[src/hdl/cal_pkg.sv]
// constants shared by the calendar/alarm core and its serial-bus slave
`default_nettype none
package cal_pkg;
    // serial-bus slave address (7 bit; write A2h, read A3h)
    localparam logic [6:0] SLAVE_ADDR = 7'h51;

    // register locations
    localparam logic [7:0] ADDR_SECONDS = 8'h04;
    localparam logic [7:0] ADDR_MINUTES = 8'h05;
    localparam logic [7:0] ADDR_HOURS = 8'h06;
    localparam logic [7:0] ADDR_DAYS = 8'h07;
    localparam logic [7:0] ADDR_WEEKDAYS = 8'h08;
    localparam logic [7:0] ADDR_CALENDAR_MONTH = 8'h09;
    localparam logic [7:0] ADDR_CALENDAR_YEAR = 8'h0A;
    localparam logic [7:0] ADDR_SECONDS_MATCH = 8'h0B;
    localparam logic [7:0] ADDR_MINUTES_MATCH = 8'h0C;
    localparam logic [7:0] ADDR_HOURS_MATCH = 8'h0D;

    // implemented bits of each register; the rest read zero
    localparam logic [7:0] MASK_SECONDS = 8'hFF;
    localparam logic [7:0] MASK_MINUTES = 8'h7F;
    localparam logic [7:0] MASK_HOURS = 8'h3F;
    localparam logic [7:0] MASK_DAYS = 8'h3F;
    localparam logic [7:0] MASK_WEEKDAYS = 8'h07;
    localparam logic [7:0] MASK_MONTH = 8'h1F;
    localparam logic [7:0] MASK_YEAR = 8'hFF;
    localparam logic [7:0] MASK_SEC_MATCH = 8'hFF;
    localparam logic [7:0] MASK_MIN_MATCH = 8'hFF;
    localparam logic [7:0] MASK_HOUR_MATCH = 8'hBF;

    // field positions
    localparam int COMPARE_DISABLE_BIT = 7;
    localparam int AFTERNOON_BIT = 5;

    // reset values
    localparam logic [7:0] RST_SECONDS = 8'h80;
    localparam logic [7:0] RST_MINUTES = 8'h00;
    localparam logic [7:0] RST_HOURS = 8'h00;
    localparam logic [7:0] RST_DAYS = 8'h01;
    localparam logic [2:0] RST_WEEKDAY = 3'h6;
    localparam logic [7:0] RST_MONTH = 8'h01;
    localparam logic [7:0] RST_YEAR = 8'h00;
    localparam logic [7:0] RST_MATCH = 8'h80;

    // counting limits, all BCD
    localparam logic [7:0] BCD_ZERO = 8'h00;
    localparam logic [7:0] BCD_ONE = 8'h01;
    localparam logic [7:0] BCD_SEC_MAX = 8'h59;
    localparam logic [7:0] BCD_HOUR24_MAX = 8'h23;
    localparam logic [4:0] BCD_HOUR12_ELEVEN = 5'h11;
    localparam logic [4:0] BCD_HOUR12_NOON = 5'h12;
    localparam logic [7:0] BCD_MONTH_MAX = 8'h12;
    localparam logic [7:0] BCD_YEAR_MAX = 8'h99;
    localparam logic [7:0] BCD_DAYS_31 = 8'h31;
    localparam logic [7:0] BCD_DAYS_30 = 8'h30;
    localparam logic [7:0] BCD_DAYS_29 = 8'h29;
    localparam logic [7:0] BCD_DAYS_28 = 8'h28;
    localparam logic [7:0] BCD_FEBRUARY = 8'h02;
    localparam logic [2:0] WEEKDAY_MAX = 3'h6;
    localparam logic [3:0] BIT_COUNT_BYTE = 4'h8;

    // serial slave states, gray along address, ack, write and read ack; ack to read flips two bits
    typedef enum logic [2:0] {
        ST_IDLE = 3'b000,
        ST_ADDR = 3'b001,
        ST_ACK = 3'b011,
        ST_WR = 3'b010,
        ST_RD = 3'b110,
        ST_RACK = 3'b111
    } cal_state_t;
endpackage
`default_nettype wire

[src/hdl/cal_rtc.sv]
// calendar, time counting and alarm match registers behind a serial-bus slave
`default_nettype none
module cal_rtc
    import cal_pkg::*;
(
    // clock and reset
    input wire logic clk,
    input wire logic reset_n,
    // serial bus, open drain
    input wire logic scl_in,
    input wire logic sda_in,
    output logic sda_out,
    output logic sda_oe_n,
    // timebase from the oscillator
    input wire logic tick_1hz,
    // control bits held outside this block
    input wire logic hour_mode_12,
    input wire logic alarm_irq_enable,
    input wire logic alarm_flag_clear,
    // alarm status
    output logic alarm_flag,
    output logic int_n
);
    ////////////////////////////////////////////////////////////////////////
    // helpers

    // returns {carry, next}; wraps to low after top
    function automatic logic [8:0] bcd_inc(input logic [7:0] v, input logic [7:0] top, input logic [7:0] low);
        logic [8:0] r;
        r = {1'b0, v + 8'h01};
        if (v >= top) begin
            r = {1'b1, low};
        end else if (v[3:0] >= 4'h9) begin
            r = {1'b0, v[7:4] + 4'h1, 4'h0};
        end
        return r;
    endfunction

    function automatic logic [7:0] month_len(input logic [7:0] mon, input logic [7:0] yr);
        logic leap;
        logic [7:0] len;
        // divisible by four, year 00 included
        leap = yr[4] ? (yr[3:0] == 4'h2 || yr[3:0] == 4'h6)
                     : (yr[3:0] == 4'h0 || yr[3:0] == 4'h4 || yr[3:0] == 4'h8);
        len = BCD_DAYS_31;
        if (mon == BCD_FEBRUARY) begin
            len = leap ? BCD_DAYS_29 : BCD_DAYS_28;
        end else if (mon == 8'h04 || mon == 8'h06 || mon == 8'h09 || mon == 8'h11) begin
            len = BCD_DAYS_30;
        end
        return len;
    endfunction

    ////////////////////////////////////////////////////////////////////////
    // serial slave

    logic busy, wr_stb;
    logic [7:0] wr_addr, wr_data, rd_addr, rd_data;
    logic slave_oe_n;

    cal_serial_slave u_slave (
        .clk(clk),
        .reset_n(reset_n),
        .scl_in(scl_in),
        .sda_in(sda_in),
        .sda_oe_n(slave_oe_n),
        .busy(busy),
        .wr_stb(wr_stb),
        .wr_addr(wr_addr),
        .wr_data(wr_data),
        .rd_addr(rd_addr),
        .rd_data(rd_data)
    );

    ////////////////////////////////////////////////////////////////////////
    // registers

    logic [7:0] sec_ff, min_ff, hour_ff, day_ff, mon_ff, year_ff;
    logic [2:0] wday_ff;
    logic [7:0] sec_match_ff, min_match_ff, hour_match_ff;
    logic tick_meta_ff, tick_s_ff, tick_d_ff;
    logic pending_ff, match_d_ff, flag_ff, int_n_ff, sda_out_ff, oe_n_ff;

    ////////////////////////////////////////////////////////////////////////
    // tick handling

    wire tick_pulse = tick_s_ff & ~tick_d_ff;
    // an access locks the counters; a tick meanwhile is parked
    wire inc_go = (tick_pulse | pending_ff) & ~busy;
    // a second tick during one access overwrites nothing: it is lost
    wire nxt_pending = busy & (tick_pulse | pending_ff);

    ////////////////////////////////////////////////////////////////////////
    // counting chain

    wire [8:0] sec_i = bcd_inc({1'b0, sec_ff[6:0]}, BCD_SEC_MAX, BCD_ZERO);
    wire [8:0] min_i = bcd_inc(min_ff, BCD_SEC_MAX, BCD_ZERO);
    wire [8:0] h24_i = bcd_inc(hour_ff, BCD_HOUR24_MAX, BCD_ZERO);
    wire [8:0] h12_i = bcd_inc({3'h0, hour_ff[4:0]}, {3'h0, BCD_HOUR12_NOON}, BCD_ONE);
    wire pm = hour_ff[AFTERNOON_BIT];
    wire h12_eleven = (hour_ff[4:0] == BCD_HOUR12_ELEVEN);
    // 11 -> 12 flips the half-day; 11 PM -> 12 AM carries into the day
    wire [7:0] h12_next = h12_eleven ? {2'b00, ~pm, BCD_HOUR12_NOON}
                                     : {2'b00, pm, h12_i[4:0]};
    wire [8:0] hour_i = hour_mode_12 ? {h12_eleven & pm, h12_next} : h24_i;
    wire [8:0] day_i = bcd_inc(day_ff, month_len(mon_ff, year_ff), BCD_ONE);
    wire [8:0] mon_i = bcd_inc(mon_ff, BCD_MONTH_MAX, BCD_ONE);
    wire [8:0] year_i = bcd_inc(year_ff, BCD_YEAR_MAX, BCD_ZERO);
    wire [2:0] wday_i = (wday_ff >= WEEKDAY_MAX) ? 3'h0 : wday_ff + 3'h1;

    wire go_min = inc_go & sec_i[8];
    wire go_hour = go_min & min_i[8];
    wire go_day = go_hour & hour_i[8];
    wire go_mon = go_day & day_i[8];
    wire go_year = go_mon & mon_i[8];

    ////////////////////////////////////////////////////////////////////////
    // register writes

    wire wr_sec = wr_stb & (wr_addr == ADDR_SECONDS);
    wire wr_min = wr_stb & (wr_addr == ADDR_MINUTES);
    wire wr_hour = wr_stb & (wr_addr == ADDR_HOURS);
    wire wr_day = wr_stb & (wr_addr == ADDR_DAYS);
    wire wr_wday = wr_stb & (wr_addr == ADDR_WEEKDAYS);
    wire wr_mon = wr_stb & (wr_addr == ADDR_CALENDAR_MONTH);
    wire wr_year = wr_stb & (wr_addr == ADDR_CALENDAR_YEAR);
    wire wr_smatch = wr_stb & (wr_addr == ADDR_SECONDS_MATCH);
    wire wr_mmatch = wr_stb & (wr_addr == ADDR_MINUTES_MATCH);
    wire wr_hmatch = wr_stb & (wr_addr == ADDR_HOURS_MATCH);

    // writes only happen while busy, increments only while idle
    wire [7:0] nxt_sec = wr_sec ? (wr_data & MASK_SECONDS) : (inc_go ? {sec_ff[7], sec_i[6:0]} : sec_ff);
    wire [7:0] nxt_min = wr_min ? (wr_data & MASK_MINUTES) : (go_min ? min_i[7:0] : min_ff);
    wire [7:0] nxt_hour = wr_hour ? (wr_data & MASK_HOURS) : (go_hour ? hour_i[7:0] : hour_ff);
    wire [7:0] nxt_day = wr_day ? (wr_data & MASK_DAYS) : (go_day ? day_i[7:0] : day_ff);
    wire [2:0] nxt_wday = wr_wday ? wr_data[2:0] : (go_day ? wday_i : wday_ff);
    wire [7:0] nxt_mon = wr_mon ? (wr_data & MASK_MONTH) : (go_mon ? mon_i[7:0] : mon_ff);
    wire [7:0] nxt_year = wr_year ? (wr_data & MASK_YEAR) : (go_year ? year_i[7:0] : year_ff);
    wire [7:0] nxt_sec_match = wr_smatch ? (wr_data & MASK_SEC_MATCH) : sec_match_ff;
    wire [7:0] nxt_min_match = wr_mmatch ? (wr_data & MASK_MIN_MATCH) : min_match_ff;
    wire [7:0] nxt_hour_match = wr_hmatch ? (wr_data & MASK_HOUR_MATCH) : hour_match_ff;

    ////////////////////////////////////////////////////////////////////////
    // read selection, unmapped locations read zero

    wire [7:0] rd_sel =
        (rd_addr == ADDR_SECONDS) ? sec_ff :
        (rd_addr == ADDR_MINUTES) ? min_ff :
        (rd_addr == ADDR_HOURS) ? hour_ff :
        (rd_addr == ADDR_DAYS) ? day_ff :
        (rd_addr == ADDR_WEEKDAYS) ? {5'h00, wday_ff} :
        (rd_addr == ADDR_CALENDAR_MONTH) ? mon_ff :
        (rd_addr == ADDR_CALENDAR_YEAR) ? year_ff :
        (rd_addr == ADDR_SECONDS_MATCH) ? sec_match_ff :
        (rd_addr == ADDR_MINUTES_MATCH) ? min_match_ff :
        (rd_addr == ADDR_HOURS_MATCH) ? hour_match_ff : 8'h00;
    assign rd_data = rd_sel;

    ////////////////////////////////////////////////////////////////////////
    // alarm compare

    wire dis_s = sec_match_ff[COMPARE_DISABLE_BIT];
    wire dis_m = min_match_ff[COMPARE_DISABLE_BIT];
    wire dis_h = hour_match_ff[COMPARE_DISABLE_BIT];
    wire second_compare_disable = dis_s;
    wire minute_compare_disable = dis_m;
    wire hour_compare_disable = dis_h;
    // hour field compared raw, both sides share the selected layout
    wire eq_s = (sec_match_ff[6:0] == sec_ff[6:0]);
    wire eq_m = (min_match_ff[6:0] == min_ff[6:0]);
    wire eq_h = (hour_match_ff[5:0] == hour_ff[5:0]);
    wire any_enabled = ~(second_compare_disable & minute_compare_disable & hour_compare_disable);
    wire match_now = any_enabled & (second_compare_disable | eq_s) & (minute_compare_disable | eq_m)
                     & (hour_compare_disable | eq_h);
    // edge only, so a cleared flag waits for the next entry into a match
    wire match_rise = match_now & ~match_d_ff;
    // a new match in the clearing cycle wins
    wire nxt_flag = match_rise | (flag_ff & ~alarm_flag_clear);
    wire nxt_int_n = ~(alarm_irq_enable & nxt_flag);

    assign alarm_flag = flag_ff;
    assign int_n = int_n_ff;
    assign sda_out = sda_out_ff;
    assign sda_oe_n = oe_n_ff;

    ////////////////////////////////////////////////////////////////////////
    // flops

    always_ff @(posedge clk or negedge reset_n) begin
        if (!reset_n) begin
            sec_ff <= RST_SECONDS;
            min_ff <= RST_MINUTES;
            hour_ff <= RST_HOURS;
            day_ff <= RST_DAYS;
            wday_ff <= RST_WEEKDAY;
            mon_ff <= RST_MONTH;
            year_ff <= RST_YEAR;
            sec_match_ff <= RST_MATCH;
            min_match_ff <= RST_MATCH;
            hour_match_ff <= RST_MATCH;
        end else begin
            sec_ff <= nxt_sec;
            min_ff <= nxt_min;
            hour_ff <= nxt_hour;
            day_ff <= nxt_day;
            wday_ff <= nxt_wday;
            mon_ff <= nxt_mon;
            year_ff <= nxt_year;
            sec_match_ff <= nxt_sec_match;
            min_match_ff <= nxt_min_match;
            hour_match_ff <= nxt_hour_match;
        end
    end

    always_ff @(posedge clk or negedge reset_n) begin
        if (!reset_n) begin
            {tick_meta_ff, tick_s_ff, tick_d_ff} <= 3'h0;
            pending_ff <= 1'b0;
            match_d_ff <= 1'b0;
            flag_ff <= 1'b0;
            int_n_ff <= 1'b1;
            sda_out_ff <= 1'b0;
            oe_n_ff <= 1'b1;
        end else begin
            {tick_meta_ff, tick_s_ff, tick_d_ff} <= {tick_1hz, tick_meta_ff, tick_s_ff};
            pending_ff <= nxt_pending;
            match_d_ff <= match_now;
            flag_ff <= nxt_flag;
            int_n_ff <= nxt_int_n;
            sda_out_ff <= 1'b0;
            oe_n_ff <= slave_oe_n;
        end
    end
endmodule
`default_nettype wire

[src/hdl/cal_serial_slave.sv]
// serial-bus slave: address match, register pointer, byte write and read
`default_nettype none
module cal_serial_slave
    import cal_pkg::*;
(
    // clock and reset
    input wire logic clk,
    input wire logic reset_n,
    // bus pins
    input wire logic scl_in,
    input wire logic sda_in,
    output logic sda_oe_n,
    // register side
    output logic busy,
    output logic wr_stb,
    output logic [7:0] wr_addr,
    output logic [7:0] wr_data,
    output logic [7:0] rd_addr,
    input wire logic [7:0] rd_data
);
    logic scl_meta_ff, scl_s_ff, scl_d_ff;
    logic sda_meta_ff, sda_s_ff, sda_d_ff;
    cal_state_t state_ff, nxt_state;
    logic [3:0] cnt_ff, nxt_cnt;
    logic [7:0] sh_ff, nxt_sh;
    logic [7:0] ptr_ff, nxt_ptr;
    logic rw_ff, nxt_rw;
    logic first_ff, nxt_first;
    logic oe_n_ff, nxt_oe_n;
    logic busy_ff, nxt_busy;
    logic wr_ff, nxt_wr;
    logic [7:0] wa_ff, nxt_wa;
    logic [7:0] wd_ff, nxt_wd;

    wire scl_rise = scl_s_ff & ~scl_d_ff;
    wire scl_fall = ~scl_s_ff & scl_d_ff;
    wire start_det = scl_s_ff & scl_d_ff & sda_d_ff & ~sda_s_ff;
    wire stop_det = scl_s_ff & scl_d_ff & ~sda_d_ff & sda_s_ff;
    wire byte_done = (cnt_ff == BIT_COUNT_BYTE);
    wire addr_hit = (sh_ff[7:1] == SLAVE_ADDR);

    assign sda_oe_n = oe_n_ff;
    assign busy = busy_ff;
    assign wr_stb = wr_ff;
    assign wr_addr = wa_ff;
    assign wr_data = wd_ff;
    assign rd_addr = ptr_ff;

    always_comb begin
        nxt_state = state_ff;
        nxt_cnt = cnt_ff;
        nxt_sh = sh_ff;
        nxt_ptr = ptr_ff;
        nxt_rw = rw_ff;
        nxt_first = first_ff;
        nxt_oe_n = oe_n_ff;
        nxt_busy = busy_ff;
        nxt_wr = 1'b0;
        nxt_wa = wa_ff;
        nxt_wd = wd_ff;
        if (stop_det) begin
            nxt_state = ST_IDLE;
            nxt_oe_n = 1'b1;
            nxt_busy = 1'b0;
        end else if (start_det) begin
            nxt_state = ST_ADDR;
            nxt_cnt = 4'h0;
            nxt_oe_n = 1'b1;
        end else begin
            unique case (state_ff)
                ST_IDLE: begin
                end
                ST_ADDR, ST_WR: begin
                    if (scl_rise && !byte_done) begin
                        nxt_sh = {sh_ff[6:0], sda_s_ff};
                        nxt_cnt = cnt_ff + 4'h1;
                    end else if (scl_fall && byte_done) begin
                        nxt_state = ST_ACK;
                        nxt_oe_n = 1'b0;
                        if (state_ff == ST_ADDR) begin
                            if (addr_hit) begin
                                nxt_rw = sh_ff[0];
                                nxt_first = ~sh_ff[0];
                                nxt_busy = 1'b1;
                            end else begin
                                nxt_state = ST_IDLE;
                                nxt_oe_n = 1'b1;
                            end
                        end else if (first_ff) begin
                            nxt_ptr = sh_ff;
                            nxt_first = 1'b0;
                        end else begin
                            nxt_wr = 1'b1;
                            nxt_wa = ptr_ff;
                            nxt_wd = sh_ff;
                            nxt_ptr = ptr_ff + 8'h01;
                        end
                    end
                end
                ST_ACK, ST_RACK: begin
                    if (scl_rise && state_ff == ST_RACK && sda_s_ff) begin
                        nxt_state = ST_IDLE;
                    end else if (scl_fall) begin
                        nxt_cnt = rw_ff ? 4'h1 : 4'h0;
                        if (rw_ff) begin
                            nxt_state = ST_RD;
                            nxt_sh = rd_data;
                            nxt_oe_n = rd_data[7];
                            nxt_ptr = ptr_ff + 8'h01;
                        end else begin
                            nxt_state = ST_WR;
                            nxt_oe_n = 1'b1;
                        end
                    end
                end
                ST_RD: begin
                    if (scl_fall && byte_done) begin
                        nxt_state = ST_RACK;
                        nxt_oe_n = 1'b1;
                    end else if (scl_fall) begin
                        nxt_sh = {sh_ff[6:0], 1'b0};
                        nxt_oe_n = sh_ff[6];
                        nxt_cnt = cnt_ff + 4'h1;
                    end
                end
                default: begin
                    nxt_state = ST_IDLE;
                    nxt_oe_n = 1'b1;
                end
            endcase
        end
    end

    always_ff @(posedge clk or negedge reset_n) begin
        if (!reset_n) begin
            {scl_meta_ff, scl_s_ff, scl_d_ff} <= 3'h7;
            {sda_meta_ff, sda_s_ff, sda_d_ff} <= 3'h7;
            state_ff <= ST_IDLE;
            cnt_ff <= 4'h0;
            sh_ff <= 8'h00;
            ptr_ff <= 8'h00;
            rw_ff <= 1'b0;
            first_ff <= 1'b0;
            oe_n_ff <= 1'b1;
            busy_ff <= 1'b0;
            wr_ff <= 1'b0;
            wa_ff <= 8'h00;
            wd_ff <= 8'h00;
        end else begin
            {scl_meta_ff, scl_s_ff, scl_d_ff} <= {scl_in, scl_meta_ff, scl_s_ff};
            {sda_meta_ff, sda_s_ff, sda_d_ff} <= {sda_in, sda_meta_ff, sda_s_ff};
            state_ff <= nxt_state;
            cnt_ff <= nxt_cnt;
            sh_ff <= nxt_sh;
            ptr_ff <= nxt_ptr;
            rw_ff <= nxt_rw;
            first_ff <= nxt_first;
            oe_n_ff <= nxt_oe_n;
            busy_ff <= nxt_busy;
            wr_ff <= nxt_wr;
            wa_ff <= nxt_wa;
            wd_ff <= nxt_wd;
        end
    end
endmodule
`default_nettype wire

[config.mk]
export PLATFORM = sky130hd
export DESIGN_NAME = cal_rtc
export DESIGN_NICKNAME = d
export VERILOG_FILES = /design/src/hdl/cal_pkg.sv /design/src/hdl/cal_rtc.sv /design/src/hdl/cal_serial_slave.sv
export SDC_FILE = /design/constraint.sdc
export NUM_CORES = 1
export LEC_CHECK = 0
export BUFFER_PORTS_ARGS = -buffer_cell sky130_fd_sc_hd__buf_2
export CAP_MARGIN = 20
export CORE_MARGIN = 4
export CORE_UTILIZATION = 60
export DETAILED_ROUTE_END_ITERATION = 16
export MAX_ROUTING_LAYER = met4
export PLACE_DENSITY = 0.82
export SETUP_SLACK_MARGIN = 0.1
export SYNTH_ARGS = -nofsm -noshare
export SYNTH_HDL_FRONTEND = slang
export SYNTH_SLANG_ARGS = --single-unit
[constraint.sdc]
create_clock -name clk -period 3.6 [get_ports clk]
set_input_delay 0.72 -clock clk [delete_from_list [all_inputs] [get_ports clk]]
set_output_delay 0.72 -clock clk [all_outputs]
set_load 0.03 [all_outputs]
* After elaboration in Yosys (flattened, before gate mapping)
Cells that the tools add are included.
** Cells by class
- Add/subtract/negate cells :: 17
- Multiply operators :: 0
- Divide/modulo/power cells :: 0
- Order comparisons :: 14
- Eq/ne operators :: 66
- Shift-type cells :: 0
- Muxes and demuxes :: 107
- Bitwise logic cells :: 56
- Reduce and logical (&&, ||, !) cells :: 39
** Operators by type and width (number)
- $mux 8 :: 41
- $eq 8x4->1 const B :: 13
- $eq 8x3->1 const B :: 10
- $mux 9 :: 6
- $add 8x1->8 const B :: 6
- $mux 3 :: 12
- $and 1x1->1 :: 34
- $mux 1 :: 31
- $add 4x1->4 const B :: 6
- $ge 4x4->1 const B :: 6
- $mux 4 :: 6
- $pmux 8 s3 :: 1
- $reduce_bool 2->1 :: 12
- $reduce_and 7->1 :: 3
- $reduce_and 6->1 :: 3
- $reduce_and 9->1 :: 2
- $not 1->1 :: 17
- $pmux 8 s2 :: 1
- $mux 5 :: 3
- $ne 3x1->1 const B :: 5
- $eq 7x7->1 :: 2
- $ne 2x1->1 const B :: 7
- $ne 4x1->1 const B :: 3
- $pmux 3 s4 :: 1
- other kinds (44) :: 68
** Storage, ports and cells
- Register bits after elaboration :: 132
- Bits in latches :: 0
- RAM bits :: 0
- Memory bits (read-only) :: 0
- Input bits :: 8
- Output and inout bits :: 4
- Logic and storage cells :: 336
- Memories kept :: 0

* Longest topological paths before layout
Gate-level depths: netlist of the first run.
- Depth after elaboration :: 17
- Depth in mapped cells :: 14
- Gate-level depth less buffers :: 14

* By module
From an unflattened synthesis of the first run, not the netlist that was laid out.
** Unflattened totals
- Cell total of the unflattened synthesis :: 947
- Area, all modules :: 8658.3 µm²
** Modules (own cells, without submodules)
- cal_rtc :: instances 1, cells an instance 697, area an instance 6150.9 µm², seq. area each 2064.5 µm²
- cal_serial_slave :: instances 1, cells an instance 250, area an instance 2507.4 µm², seq. area each 1260.0 µm²

* Worst setup path after synthesis of the first run
No wires, ideal clock.
- Kind :: register -> register
- Start point :: register mon_ff[0]
- End point :: register mon_ff[1]
- Setup time :: 76 ps
- Arrival :: 2680 ps
- Data required time :: 3524 ps
- Setup slack :: 844 ps
- Stages on the path, launching flop included :: 14
- Buffers on the path :: 0
- Clock period less this slack :: 2756 ps
- Cells stage by stage :: dfstp_2 ha_1 nor2b_1 o22ai_1 nand3_1 a21oi_1 nor2_1 ha_1 nor4b_1 o221ai_1 nand3_1 nor2_2 mux2_2 o21ai_1
** On the way
- Cells in the longest elaborated chain, start to end :: 10
- Elaborated cells between the ends (all ways) :: 21
- Classes of those cells :: add/sub: 1; order compare: 3; eq/ne: 5; mux: 7; bitwise: 1; reduce/logical: 4
** RTL lines
- start: declaration :: line cal_rtc.sv:78 : logic [7:0] sec_ff, min_ff, hour_ff, day_ff, mon_ff, year_ff;
- start signal: assignment :: line cal_rtc.sv:207 : mon_ff <= nxt_mon;
- $eq 8x3->1 :: line cal_rtc.sv:48 : end else if (mon == 8'h04 || mon == 8'h06 || mon == 8'h09 || mon == 8'h11) begin
- $logic_or 1x1->1 (3 in series) :: line cal_rtc.sv:48
- $mux 1 :: line cal_rtc.sv:48
- $mux 5 :: line cal_rtc.sv:46 : if (mon == BCD_FEBRUARY) begin
- $ge 8x8->1 :: line cal_rtc.sv:31 : if (v >= top) begin
- $mux 9 :: line cal_rtc.sv:31
- $and 1x1->1 :: line cal_rtc.sv:114 : wire go_mon = go_day & day_i[8];
- $reduce_bool 2->1 (no line)
Several ways; a longest one is shown, not always the timed one. The select of a mux whose other input is x is not followed.
A chain may end at the register's enable or synchronous reset.

* Final worst setup path of the first run
- Start point :: register mon_ff[0]
- End point :: register year_ff[2]
** On the way
- Cells in the longest elaborated chain, start to end :: 11
- Elaborated cells between the ends (all ways) :: 17
- Classes of those cells :: order compare: 2; eq/ne: 5; mux: 4; bitwise: 2; reduce/logical: 4
** RTL lines
- $eq 8x3->1 :: line cal_rtc.sv:48
- $logic_or 1x1->1 (3 in series) :: line cal_rtc.sv:48
- $mux 1 :: line cal_rtc.sv:48
- $mux 5 :: line cal_rtc.sv:46
- $ge 8x8->1 :: line cal_rtc.sv:31
- $mux 9 :: line cal_rtc.sv:31
- $and 1x1->1 :: line cal_rtc.sv:114
- $and 1x1->1 (*) :: line cal_rtc.sv:115 : wire go_year = go_mon & mon_i[8];
- $reduce_bool 2->1 (no line) (*)
- end signal: assignment :: line cal_rtc.sv:208 : year_ff <= nxt_year;
- end: declaration :: line cal_rtc.sv:78
Every way passes the cells marked *; elsewhere a longest branch is shown, timed or not.

==> impl_metrics.ini, run 1 <==
[sta]
layout_setup_ws_ps = 303
tightest_slew_ps = 1120
slew_violations = 0
rsz0062_at_grt = no
final.setup_skew_ps = 9.49
period_minus_slack_ps = 3300
maxSlewHeadroom_pct = 24.9
finalSetupViolations = 0
fmax_mhz = 303
fin_crit_sh_pct = 91.6
finalSetupTns_ps = 0
hold_viol_final = 0

[critical_path]
crit_arrival_ps = 3610
required_ps = 3910
path_class = reg2reg
crit_fanout = 7
endpoint_kind = flop
crit_path_start_kind = flop

[clocking]
cts_buffers = 17
clkLatencyLatePin_ps = 430
cts_tree = yes
cts_root_buf = clkbuf_16
post_cts_resized = 0
cts_sinks = 132
clk_pin_slew_ps = 60
cts_htree_levels = 4
cts_setup_buffers = 0
ctsHoldBuffers = 0
clock_path_buffers = 2

[logic_synthesis]
yosysWarnings = 0
yosysTopAreaCellShare_pct = 33.4
synth-simple-area-share_pct = 19.4
yosysUniqueCellTypes = 93
synth_edf_count = 0
yosys.area.top_type = dfrtp_1
synthMuxAreaShare_pct = 5.93
synth_fa_ha_area_share_pct = 6.69
synthCells = 959
ys_seq_area_share_pct = 38.6
syn-cell-area_um2 = 8610
yosysMostFrequentCell = dfrtp_1
synthXorXnorAreaFrac_pct = 2.44
async_reset_ff_share_pct = 100
synth.avg_cell_area_um2 = 8.97
dominantRegCellSynth = dfrtp_1
synth_top_family_by_area = compound AO/OA/AOI/OAI gates
synth_compound_area_share_pct = 21.7
synth_seq_cells = 132
synthTopCellsByArea = dfrtp_1, ha_1, mux2_2
synthTopCellsByCount = dfrtp_1, nand2_1, o21ai_0, nor2_1, a21oi_1
synth_nets = 1013

[layout]
insertedDiodeCount = 0
finalNetCount = 992
layout-drive-gt1-share_pct = 13.9
syn_to_final_growth_pct = 7.44

[power]
switching_share_pct = 27.1
vdd_drop_max_v = 0.000425
comb_power_share_pct = 9.4
power.leakage_nw = 4.03
p_int_mw = 2.67
seqPwrFrac_pct = 47.2
clkPwrFrac_pct = 43.3
powerDensity_nw_per_um2 = 395
p_sw_mw = 0.990

[floorplan]
ioPinCount = 12
core-area_um2 = 14000
rows = 43
initial_utilization_pct = 61.5
die_x_um = 128
die_h_um = 128
die_area_um2 = 16300

[global_routing]
grt_pass1_vias = 6963
track_usage_pct = 30.7
antenna_found_initial = 0
grt_busiest_layer = met2
grt_max_degree = 77
gr-total-overflow = 0
grt_pass1_wl_mm = 38.1
grt_use_met1_pct = 41.7
use_met2_pct = 44.8
grt_util_met3_pct = 6.71

[drt]
vias = 7592
ant_nets = 0
avgViaCountPerCell = 6.71
dr.pass1.iters = 6
first_iter_violations = 1021
drt-total-wl_mm = 23.8
post-route-drc-count = 0
routedWlPerCell_um = 21.0

[placement]
dp_hpwl_mm = 16.7
gp_congestion = 1.00
pre_cts_ws_ps = 344
port_buffers = 10

[job]
drv_cap = 0

[run_status]
outcome = finished clean

[min_path]
hold_class = in2async
## layer usage
metal  share of wire (%)  up-vias
li1                    -     3465
met1                  42     3685
met2                  45      369
met3                 8.6       73
met4                 3.7        0
met5                   0        -
## metrics by stage
step	std cells	cell area [um2]	util, %	hold slack (ps)	power, mW
finish	1131	9250	66.1	263	3.66
global route	1131	9250	66.1	304	3.80
CTS	1131	9250	66.1	276	3.67
detailed placement	1099	8720	62.3	338	2.09
global placement	1099	8720	62.3	333	2.07
floorplan	959	8610	-	331	1.95
## area by class of cell
class,count,area (um2)
Multi-Input combinational cell,717,4840
Fill cell,1122,4740
Sequential cell,132,3320
Clock buffer,21,440
Tap cell,180,225
Inverter,50,188
Timing Repair Buffer,20,144
Clock inverter,11,90.1
## critical path, cell delays in order (launching register included)
cell and delay, ps:
dfstp_2 600, inv_1 110, ha_1 270, nor2_1 120, o22ai_1 80, nand3_1 90, a21oi_1 40, nor2_1 100
ha_1 240, nor4b_1 410, o221a_2 360, nor3_1 90, a21oi_1 400, o21ai_0 150, o311ai_0 110
## cells in the final DEF (no fill, tap or decap), types with 7 or more instances in the layout
cell,count
and3_1,12
buf_4,9
a21oi_1,54
a21o_1,8
o31ai_1,7
a31oi_1,16
o21ai_0,63
o22ai_1,12
a22oi_1,9
nor3_1,16
nand3b_1,7
dfrtp_1,115
nor4_1,13
a211oi_1,13
nor2_1,61
a221o_1,9
nor2b_1,14
buf_2,9
nand2_1,107
nand4_1,10
o211ai_1,7
clkbuf_16,17
mux2_2,40
ha_1,46
dfstp_2,17
xor2_1,12
a221oi_1,10
nand3_1,32
xnor2_1,12
inv_1,50
## worst paths after layout
| path | startpoint | endpoint | slack, ps | cells past startpoint |
|---|---|---|---|---|
| max | mon_ff[0] | year_ff[2] | 300 | 14 |
| min reg2reg | tick_meta_ff | tick_s_ff | 350 | 0 |
| max reg2reg | mon_ff[0] | year_ff[2] | 300 | 14 |
| max in group asynchronous | reset_n | int_n | 2520 | 2 |
| min in group clk | tick_meta_ff | tick_s_ff | 350 | 0 |
| min | reset_n | min_ff[5] | 260 | 1 |
## state kept, by name, indices dropped and copies added (netlist names), 3 cells and up
register	count
sec_ff	8
mon_ff	8
u_slave.cnt_ff	4
min_match_ff	8
hour_ff	8
u_slave.state_ff	3
u_slave.sh_ff	8
hour_match_ff	7
day_ff	8
u_slave.rd_addr	8
u_slave.wr_addr	8
sec_match_ff	8
min_ff	8
wday_ff	3
u_slave.wr_data	8
year_ff	8
## logic make-up (layout without fill, tap and decap cells)
| family | count (synthesis) | in the layout |
|---|---|---|
| xor gates and xnor gates | 24 | 24 |
| buffers and inverters | 110 | 102 |
| adders and majority gates | 46 | 46 |
| DFF | 132 | 132 |
| other | 1 | 1 |
| muxes | 46 | 46 |
| and+or+nand+nor | 326 | 326 |
| AOI/OAI and AO/OA | 274 | 274 |
## power groups by stage
stage / Sequential [mW] / Clock (mW) / Combinational (mW)
floorplan: 1.67 / 0 / 0.282
global placement: 1.74 / 0 / 0.325
detailed placement: 1.75 / 0 / 0.339
CTS: 1.72 / 1.61 / 0.343
global route: 1.74 / 1.66 / 0.394
finish: 1.73 / 1.58 / 0.345
No activity file was read; power rests on OpenSTA's default activity.
==> run 2: changes to the inputs <==
--- a/config.mk
+++ b/config.mk
@@ -9,6 +9,7 @@
 export CAP_MARGIN = 20
 export CORE_MARGIN = 4
 export CORE_UTILIZATION = 60
+export CTS_BUF_LIST = sky130_fd_sc_hd__clkbuf_8
 export DETAILED_ROUTE_END_ITERATION = 16
 export MAX_ROUTING_LAYER = met4
 export PLACE_DENSITY = 0.82
==> run 2 against run 1 <==
Compared with the run above:
- cell count stayed put
- sequential power hardly changed
- total power decreased by 13%
- count of clock-buffer cells in the layout shrank 4
- clock skew increased by 2.5 ps
- largest cell class unchanged
- largest power group unchanged
==> impl_metrics.ini, run 2 (synthesized netlist as in run 1, its figures left out) <==
[run_status]
outcome = finished clean

[layout]
insertedDiodeCount = 0
final_util_pct = 64.8
finalNetCount = 992
stdcell_count = 1131
most-common-layout-cells = dfrtp_1, nand2_1, o21ai_0
final_common_cell = dfrtp_1
syn_to_final_growth_pct = 5.32
layout-drive-gt1-share_pct = 14.0

[placement]
port_buffers = 10
dp_hpwl_mm = 16.7
gp_congestion = 1.00
place_inst = 1099

[critical_path]
path_cells = inv_1 > ha_1 > nor2_1 > o22ai_1 > nand3_1 > a21oi_1 > nor2_1 > ha_1 > nor4b_1 > o221ai_1 > nand3_1 > nor2_4 > a211oi_1 > a311oi_2
cp_top_family = simple AND/OR/NAND/NOR gates
cp_slowest_cell = dfstp_2
endpoint_kind = flop
max_stage_delay_ps = 600
crit_fanout = 10
path_class = reg2reg
critPathBufInv = 1
crit_path_start_kind = flop
required_ps = 3920
crit_arrival_ps = 3630

[clocking]
ctsHoldBuffers = 0
clock_path_buffers = 2
cts_setup_buffers = 0
cts_sinks = 132
clkLatencyLatePin_ps = 470
cts_root_buf = clkbuf_8
clk_pin_slew_ps = 80
cts_buffers = 17
cts_htree_levels = 4
cts_tree = yes

[global_routing]
antenna_found_initial = 0
grt_max_degree = 77
grt_pass1_wl_mm = 37.7
gr-total-overflow = 0
track_usage_pct = 30.4
grt_pass1_vias = 6985

[floorplan]
rows = 43
die_x_um = 128
core-area_um2 = 14000
die_h_um = 128
die_area_um2 = 16300
initial_utilization_pct = 61.5
ioPinCount = 12

[sta]
tightest_slew_ps = 1120
hold_viol_final = 0
rsz0062_at_grt = no
finalSetupTns_ps = 0
period_minus_slack_ps = 3310
final.setup_skew_ps = 12.0
finalSetupViolations = 0
fin_crit_sh_pct = 91.9
maxSlewHeadroom_pct = 25.1
fmax_mhz = 302
slew_violations = 0

[drt]
dr.pass1.iters = 7
first_iter_violations = 984
vias = 7626
post-route-drc-count = 0
avgViaCountPerCell = 6.74
ant_nets = 0
drt-total-wl_mm = 23.6
routedWlPerCell_um = 20.9

[power]
power.leakage_nw = 3.96
vdd_drop_max_v = 0.000288
powerDensity_nw_per_um2 = 350
power_mw = 3.17

[min_path]
hold_class = in2async

[job]
drv_cap = 0
-- run 2: power breakdown --
part / switching [mW] / internal, mW / total, mW
sequential: 0.154 / 1.57 / 1.72
clock: 0.584 / 0.524 / 1.11
combinational: 0.187 / 0.156 / 0.343
-- run 2: what timing repair did --
item / CTS / global route
hold endpoints to repair: 0 / 0
setup endpoints to repair: 0 / 4
gates resized for setup: 0 / 2
-- run 2: area by class of cell --
type,count,area [um2]
fillers,1170,4920
well taps,180,225
clock inverters,15,105
clock buffers,17,234
repair buffers,20,144
flip-flops and latches,132,3320
inverters,50,188
multi-input cells,717,4840
-- run 2: worst paths after layout --
path / startpoint / cells past startpoint / end / slack [ps]
setup / recovery: mon_ff[0] / 14 / mon_ff[3] / 290
hold / removal: reset_n / 1 / hour_ff[3] / 230
setup reg to reg: mon_ff[0] / 14 / mon_ff[3] / 290
hold reg to reg: u_slave.scl_meta_ff / 0 / u_slave.scl_s_ff / 360
max in group asynchronous: reset_n / 2 / int_n / 2550
min in group clk: sda_in / 1 / u_slave.sda_meta_ff / 350
-- run 2: worst reg2reg max path, delay by kind of cell (launching register included) --
| family | cells | cell delay, ps |
|---|---|---|
| adder cells (fa/ha/maj) | 2 | 520 |
| flip-flops | 1 | 600 |
| buffers and inverters | 1 | 100 |
| AND/OR/NAND/NOR | 6 | 1170 |
| AO/OA/AOI/OAI | 5 | 790 |
-- run 2: through the flow --
step | hold WS, ps | instance area (um2) | setup WS (ps)
2_1_floorplan | 331 | 8610 | 844
3_3_place_gp | 333 | 8720 | 523
3_5_place_dp | 338 | 8720 | 344
4_1_cts | 222 | 9060 | 312
5_1_grt | 252 | 9060 | 143
6_report | 229 | 9060 | 293
-- run 2: metal layers --
layer	vias up	part of all wire [%]	GRT usage, %
met5	-	0	-
met4	0	3.9	13.4
met3	77	8.3	7.08
met2	356	45	44.2
met1	3729	43	40.8
li1	3464	-	-
